[src/dlcr_regs.svh]
// constants for the quad dac load, clear and readout block
// What this block does
// - With the load strobe held low, the addressed channel register updates when the frame select rises at the end of a write.
// - With the load strobe high through a frame, only the channel input register takes the new value and the output update waits.
// - A falling load strobe moves all pending input values to the outputs in the same cycle.
// - While clear is low, the channel registers are forced to zero-scale or midscale, whichever is selected.
// - The shift register contents are driven onto the serial output for daisy-chaining and readback.
// - The serial output changes on each rising edge of the serial clock while frame select is low.
// - The host frames a transfer with frame select low, and the block shifts one input bit on each falling serial-clock edge.
// - The shifted word is latched into the registers on the rising edge of frame select.
`ifndef DLCR_REGS_SVH
`define DLCR_REGS_SVH
// =====================================================================
// word format
`define DLCR_WORD_BITS   24
`define DLCR_DATA_BITS   16
`define DLCR_CHAN_COUNT  4
`define DLCR_RW_BIT      23
`define DLCR_REG_HI      21
`define DLCR_REG_LO      19
`define DLCR_ADDR_HI     18
`define DLCR_ADDR_LO     16
// =====================================================================
// register selects and addresses
`define DLCR_REG_DAC     3'h0
`define DLCR_REG_CTRL    3'h3
`define DLCR_ADDR_ALL    3'h4
`define DLCR_CTRL_CLRSEL 2
// =====================================================================
// codes and reset values
`define DLCR_ZERO_BIN    16'h0000
`define DLCR_ZERO_TWOS   16'h8000
`define DLCR_MID_BIN     16'h8000
`define DLCR_MID_TWOS    16'h0000
`define DLCR_CODE_RST    16'h0000
// pin idle levels {sclk, frame, data, load, clear}: sclk low so no false edge after reset
`define DLCR_SYNC_RST    5'h0B
`endif

[src/dlcr_pkg.sv]
// types shared by the quad dac load, clear and readout block
package dlcr_pkg;
  typedef struct packed {
    logic        read;
    logic [2:0]  reg_sel;
    logic [2:0]  addr;
    logic [15:0] data;
  } dlcr_word_t;

  typedef struct packed {
    logic frame_open;
    logic sclk_rise;
    logic sclk_fall;
    logic frame_end;
  } dlcr_link_ev_t;

  typedef enum logic [1:0] {
    DLCR_IDLE  = 2'b00,
    DLCR_SHIFT = 2'b01,
    DLCR_LATCH = 2'b11
  } dlcr_state_t;
endpackage

[src/dlcr_chan_mem.sv]
// four-entry channel register store with registered read data
module dlcr_chan_mem
  import dlcr_pkg::*;
(
  input  wire logic        MCLK,
  input  wire logic        wr_en,
  input  wire logic [1:0]  wr_addr,
  input  wire logic [15:0] wr_data,
  input  wire logic [1:0]  rd_addr,
  output logic      [15:0] rd_data
);
  `include "dlcr_regs.svh"

  logic [15:0] mem [0:`DLCR_CHAN_COUNT-1];

  always_ff @(posedge MCLK) begin
    if (wr_en) begin
      mem[wr_addr] <= wr_data;
    end
  end

  always_ff @(posedge MCLK) begin
    rd_data <= mem[rd_addr];
  end
endmodule // dlcr_chan_mem

[src/dlcr_top.sv]
// serial frame decode, load strobe update, clear and readout for a quad dac
module dlcr_top
  import dlcr_pkg::*;
(
  input  wire logic                  MCLK,
  input  wire logic                  RESET,
  input  wire logic                  SCLK,
  input  wire logic                  FRAME_N,
  input  wire logic                  SERIAL_IN,
  input  wire logic                  LOAD_STROBE_N,
  input  wire logic                  CLEAR_N,
  input  wire logic                  BIPOLAR_CODING_SELECT,
  output logic                       SERIAL_OUT,
  output logic [4*16-1:0]            DAC_CODE,
  output logic [3:0]                 UPDATE_PULSE
);
  `include "dlcr_regs.svh"

  // =====================================================================
  // pin synchronisers
  logic [4:0] sync_a;
  logic [4:0] sync_b;
  logic       sclk_q;
  logic       frame_q;
  logic       load_strobe_n_q;

  always_ff @(posedge MCLK) begin
    if (RESET) begin
      sync_a <= `DLCR_SYNC_RST;
      sync_b <= `DLCR_SYNC_RST;
    end else begin
      sync_a <= {SCLK, FRAME_N, SERIAL_IN, LOAD_STROBE_N, CLEAR_N};
      sync_b <= sync_a;
    end
  end

  logic sclk_s;
  logic frame_s;
  logic serial_in_s;
  logic load_strobe_n_s;
  logic clear_s;
  assign sclk_s  = sync_b[4];
  assign frame_s = sync_b[3];
  assign serial_in_s  = sync_b[2];
  assign load_strobe_n_s  = sync_b[1];
  assign clear_s = sync_b[0];

  always_ff @(posedge MCLK) begin
    if (RESET) begin
      sclk_q  <= 1'b0;
      frame_q <= 1'b1;
      load_strobe_n_q  <= 1'b1;
    end else begin
      sclk_q  <= sclk_s;
      frame_q <= frame_s;
      load_strobe_n_q  <= load_strobe_n_s;
    end
  end

  dlcr_link_ev_t ev;
  always_comb begin
    ev.frame_open = !frame_s;
    ev.sclk_rise  = sclk_s && !sclk_q;
    ev.sclk_fall  = !sclk_s && sclk_q;
    ev.frame_end  = frame_s && !frame_q;
  end

  logic load_strobe_n_fall;
  assign load_strobe_n_fall = !load_strobe_n_s && load_strobe_n_q;

  // =====================================================================
  // frame state and shift register
  dlcr_state_t state;
  logic [`DLCR_WORD_BITS-1:0] shreg;

  always_ff @(posedge MCLK) begin
    if (RESET) begin
      state <= DLCR_IDLE;
    end else begin
      unique case (state)
        DLCR_IDLE:  if (ev.frame_open) state <= DLCR_SHIFT;
        DLCR_SHIFT: if (ev.frame_end) state <= DLCR_LATCH;
        DLCR_LATCH: state <= DLCR_IDLE;
        default:    state <= DLCR_IDLE;
      endcase
    end
  end

  // shift on falling sclk while framed; readback loads the cycle after latch of a read
  logic [15:0] rd_data;
  logic        rd_pend;
  always_ff @(posedge MCLK) begin
    if (RESET) begin
      shreg <= '0;
    end else if (rd_pend) begin
      shreg <= {8'h00, rd_data};
    end else if (ev.frame_open && ev.sclk_fall) begin
      shreg <= {shreg[`DLCR_WORD_BITS-2:0], serial_in_s};
    end
  end

  // serial output refreshed on rising sclk only
  always_ff @(posedge MCLK) begin
    if (RESET) begin
      SERIAL_OUT <= 1'b0;
    end else if (ev.sclk_rise && ev.frame_open) begin
      SERIAL_OUT <= shreg[`DLCR_WORD_BITS-1];
    end
  end

  dlcr_word_t word;
  // bit below the read flag carries nothing and is dropped
  assign word = dlcr_word_t'({shreg[`DLCR_RW_BIT], shreg[`DLCR_REG_HI:0]});

  logic latch;
  assign latch = (state == DLCR_LATCH);

  // =====================================================================
  // control setting: clear code choice, untouched by clear
  logic clr_mid;
  always_ff @(posedge MCLK) begin
    if (RESET) begin
      clr_mid <= 1'b0;
    end else if (latch && !word.read && word.reg_sel == `DLCR_REG_CTRL) begin
      clr_mid <= word.data[`DLCR_CTRL_CLRSEL];
    end
  end

  // coding strap is a pin too, so it passes two flops before use
  logic [1:0] bip_sync;
  always_ff @(posedge MCLK) begin
    bip_sync <= {bip_sync[0], BIPOLAR_CODING_SELECT};
  end

  logic [15:0] clear_code;
  always_comb begin
    if (clr_mid) begin
      clear_code = bip_sync[1] ? `DLCR_MID_BIN : `DLCR_MID_TWOS;
    end else begin
      clear_code = bip_sync[1] ? `DLCR_ZERO_BIN : `DLCR_ZERO_TWOS;
    end
  end

  // =====================================================================
  // input registers, single-channel copies in the memory, readback of one channel
  logic dac_wr;
  assign dac_wr = latch && !word.read && word.reg_sel == `DLCR_REG_DAC;

  logic [3:0] hit;
  logic [3:0] pend;
  logic       mem_wr;
  logic [1:0] mem_wa;
  logic [1:0] mem_ra;
  logic [15:0] mem_q;

  always_ff @(posedge MCLK) begin
    if (RESET) begin
      rd_pend <= 1'b0;
    end else begin
      // memory is addressed from the latched word, its data stands one cycle on
      rd_pend <= latch && word.read;
    end
  end

  // broadcast writes go straight to every channel and skip the memory, which keeps single-channel copies
  assign mem_wr = dac_wr && !word.addr[2];
  assign mem_wa = word.addr[1:0];
  assign mem_ra = word.addr[1:0];

  dlcr_chan_mem u_mem (
    .MCLK    (MCLK),
    .wr_en   (mem_wr),
    .wr_addr (mem_wa),
    .wr_data (word.data),
    .rd_addr (mem_ra),
    .rd_data (mem_q)
  );

  logic [15:0] in_reg [0:3];
  logic [15:0] out_reg [0:3];
  assign rd_data = mem_q;

  // =====================================================================
  // per channel update logic
  genvar g;
  generate
    for (g = 0; g < `DLCR_CHAN_COUNT; g++) begin : g_chan
      assign hit[g] = dac_wr && (word.addr[2] || word.addr[1:0] == 2'(g));

      always_ff @(posedge MCLK) begin
        if (RESET) begin
          in_reg[g] <= `DLCR_CODE_RST;
        end else if (hit[g]) begin
          in_reg[g] <= word.data;
        end
      end

      always_ff @(posedge MCLK) begin
        if (RESET) begin
          pend[g] <= 1'b0;
        end else if (hit[g] && load_strobe_n_s) begin
          pend[g] <= 1'b1;
        end else if (load_strobe_n_fall || !clear_s || (hit[g] && !load_strobe_n_s)) begin
          pend[g] <= 1'b0;
        end
      end

      always_ff @(posedge MCLK) begin
        if (RESET) begin
          out_reg[g] <= `DLCR_CODE_RST;
          UPDATE_PULSE[g] <= 1'b0;
        end else if (!clear_s) begin
          out_reg[g] <= clear_code;
          UPDATE_PULSE[g] <= 1'b0;
        end else if (hit[g] && !load_strobe_n_s) begin
          out_reg[g] <= word.data;
          UPDATE_PULSE[g] <= 1'b1;
        end else if (load_strobe_n_fall && pend[g]) begin
          out_reg[g] <= in_reg[g];
          UPDATE_PULSE[g] <= 1'b1;
        end else begin
          UPDATE_PULSE[g] <= 1'b0;
        end
      end

      assign DAC_CODE[g*16 +: 16] = out_reg[g];
    end
  endgenerate
endmodule // dlcr_top

[config.mk]
export PLATFORM = sky130hd
export DESIGN_NAME = dlcr_top
export DESIGN_NICKNAME = d
export VERILOG_FILES = /design/src/dlcr_pkg.sv /design/src/dlcr_chan_mem.sv /design/src/dlcr_top.sv
export VERILOG_INCLUDE_DIRS = /design/src
export SDC_FILE = /design/constraint.sdc
export NUM_CORES = 1
export LEC_CHECK = 0
export ABC_AREA = 1
export BUFFER_PORTS_ARGS = -buffer_cell sky130_fd_sc_hd__buf_2
export CORE_MARGIN = 8
export CORE_UTILIZATION = 30
export DETAILED_ROUTE_END_ITERATION = 7
export GPL_TIMING_DRIVEN = 1
export PLACE_DENSITY = 0.52
export SYNTH_ARGS = -nofsm -noshare
export SYNTH_HDL_FRONTEND = slang
export SYNTH_SLANG_ARGS = --single-unit
[constraint.sdc]
create_clock -name MCLK -period 3.2 [get_ports MCLK]
set_input_delay 0.64 -clock MCLK [delete_from_list [all_inputs] [get_ports MCLK]]
set_output_delay 0.64 -clock MCLK [all_outputs]
set_load 0.03 [all_outputs]
==> results by group <==
Place
  – PortBufs: 76
  – Placed instance area: 10700 um^2
  – RePlAce Congestion: 0.754
  – Post-DP HPWL: 14.8 mm

Critical path
  – Worst-path fanout max: 19
  – Crit path launch type: register
  – Count of buffer and inverter cells on the critical path: 2
  – Crit-path leading delay family: simple AND/OR/NAND/NOR gates
  – Req. time, crit path: 3.48 ns
  – Crit path top cell by count: nand2_1
  – CP max stage delay: 0.63 ns
  – CP Class: register to register
  – Crit path cell chain: buf_4 > nand2_2 > nand2_2 > nand3_4 > nand2_1 > nand2_1 > nor2_1 > nand2_1 > buf_4
  – CP endpoint kind: register
  – Critical path arrival: 2.52 ns
  – Slowest stage cell on the critical path: dfxtp_1

Drt
  – DR WL/cell: 17.5 um
  – Routed WL: 23.6 mm
  – Total number of vias: 6330
  – DR pass1 iterations: 4
  – Detail Route Antenna Nets: 0
  – Drt initial violations: 509
  – Vias per Instance: 4.69
  – Post-route DRC: 0

STA
  – WHS: 0.218 ns
  – Max-slew headroom: 0.534
  – Slew Viols, Final: 0
  – Worst clock skew: 0.0250 ns
  – Setup tns final: 0 ns
  – Endpoints failing hold: 0
  – Fmax: 446 MHz
  – Final setup viols: 0
  – Fin crit period: 2.24 ns
  – RSZ-0062 raised after global routing: no
  – Crit share post-route: 0.701
  – Worst slew pin tran: 0.698 ns

Global route
  – Number of global-route vias before repair: 6025
  – Global-route wire length before repair: 36.4 mm
  – Largest net degree at the start of global routing: 40
  – Overflow after GRT: 0
  – Initial antenna violation count: 0
  – GR Util All Layers: 0.120

Synthesis
  – Post-synth top area cell: edfxtp_1
  – Flops & latches, synth: 260
  – Number of enable flip-flop cells after synthesis: 192
  – Synthesized cell area: 9820 um^2
  – Yosys cell types: 33
  – Syn nets: 803
  – Most common cell in the synthesized netlist: edfxtp_1
  – Dominant synthesized flop cell: edfxtp_1
  – Synth cell count leaders: 192 x edfxtp_1, 82 x nor2_1, 75 x o21ai_0
  – Seq/Total Area, Yosys: 0.726
  – Ys async rst share: 0
  – Mapped Cells: 795
  – Synth top area share: 0.587
  – Synth warn: 0
  – Avg Inst Size Synth: 12.3 um^2
  – Top area cells in the synthesized netlist: edfxtp_1 59%, dfxtp_1 14%, o21ai_0 3.8%, nand4_1 3.2%, nor2_1 3.1%

Floorplan
  – Core area: 32400 um^2
  – Die width: 197 um
  – Row count: 66
  – Total die area: 38800 um^2
  – Height of the die: 197 um
  – Ports: 77
  – Initial Util: 0.303

Finish
  – Final instance area: 11600 um^2
  – Final Util: 0.359
  – # diodes: 0
  – Final #Nets: 895
  – P&R area growth vs syn: 18.3%
  – Fraction of layout cells with a size suffix above 1: 0.205

Clock tree
  – CTS tree: built
  – CTS Buf Count: 28
  – Post-CTS Setup Bufs: 0
  – Clk pin slew, worst setup/hold paths: 0.06 ns
  – Hold-fix buffers at CTS: 0
  – Resize count post-CTS: 0
  – CTS Buffer Depth: 3
  – H-tree Lvls: 1
  – Clk sinks: 260
  – Clock root buffer master: clkbuf_16
  – Worst-Skew Late Latency: 0.54 ns

Job
  – # Max-Cap Violations: 0

Power
  – VDD IR max: 0.351 mV
  – Power Density: 601 nW/um^2
  – Total power: 6980 uW
  – Pleak: 0.00413 uW

Hold path
  – Hold/Removal Path Class: primary input to register

Run status
  – Status: finished clean
## area by class of cell
type / count / area (um^2)
clock buffer: 30 / 708
clock inverter: 22 / 168
fill: 3224 / 20800
inverter: 54 / 203
multi-input combinational: 442 / 2290
sequential: 260 / 7130
tap: 442 / 553
timing repair buffer: 101 / 568
## cell families after synthesis
logic type	share of synthesized area
AO/OA/AOI/OAI	0.0807
XOR/XNOR	0.000892
buffers and inverters	0.0407
flip-flops	0.726
AND/OR/NAND/NOR	0.152
## through the flow
| step | instances | worst slack (ns) |
|---|---|---|
| global route | 1351 | 0.784 |
| detailed placement | 1299 | 0.931 |
| global placement | 1299 | 0.943 |
| finish | 1351 | 0.958 |
| CTS | 1351 | 0.978 |
| floorplan | 795 | 1.04 |
## layout by cell type, fill, tap and decap left out, types with 2 or more instances in the layout
cell and instances:
edfxtp_1 192, nor2_1 82, buf_2 76, o21ai_0 75, nand2_1 69, dfxtp_1 68
nand3_1 60, nand4_1 50, inv_1 40, clkbuf_16 28, a21oi_1 26, buf_4 25
clkinv_1 17, a22oi_1 15, a31oi_1 10, nand2_2 9, o21ai_2 9, inv_2 8
nor3_1 8, nor2_4 7, or2_2 7, o21ai_1 5, clkinv_2 5, nor4_1 2
bufinv_16 2, clkbuf_1 2
## report_power, final
group	internal [uW]	total [uW]	leakage (uW)	switching, uW
Sequential	3670	3700	0.00245	27.1
Combinational	54.0	235	0.00125	181
Clock	1760	3050	0.000428	1290
## layer usage
| layer | wire, um | track usage |
|---|---|---|
| met3 | 1420 | 0.0235 |
| met5 | 0 | 0 |
| met2 | 10300 | 0.183 |
| met4 | 652 | 0.0368 |
| met1 | 11200 | 0.169 |
## worst reg2reg max path: stages (launching register included)
cell and delay (ns):
dfxtp_1 0.63, buf_4 0.25, nand2_2 0.07, nand2_2 0.13, nand3_4 0.22, nand2_1 0.18, nand2_1 0.06, nor2_1 0.15
nand2_1 0.07, buf_4 0.21
## worst paths after layout
kind | from | to | slack (ns) | cells past startpoint
min reg2reg | bip_sync[0]$_DFF_P_ | bip_sync[1]$_DFF_P_ | 0.34 | 0
min | BIPOLAR_CODING_SELECT | bip_sync[0]$_DFF_P_ | 0.22 | 1
max | shreg[17]$_SDFFE_PP0P_ | out_reg[2][13]$_SDFFCE_PN0P_ | 0.96 | 9
max reg2reg | shreg[17]$_SDFFE_PP0P_ | out_reg[2][13]$_SDFFCE_PN0P_ | 0.96 | 9
Note: power is estimated with default switching activity, not from simulation.
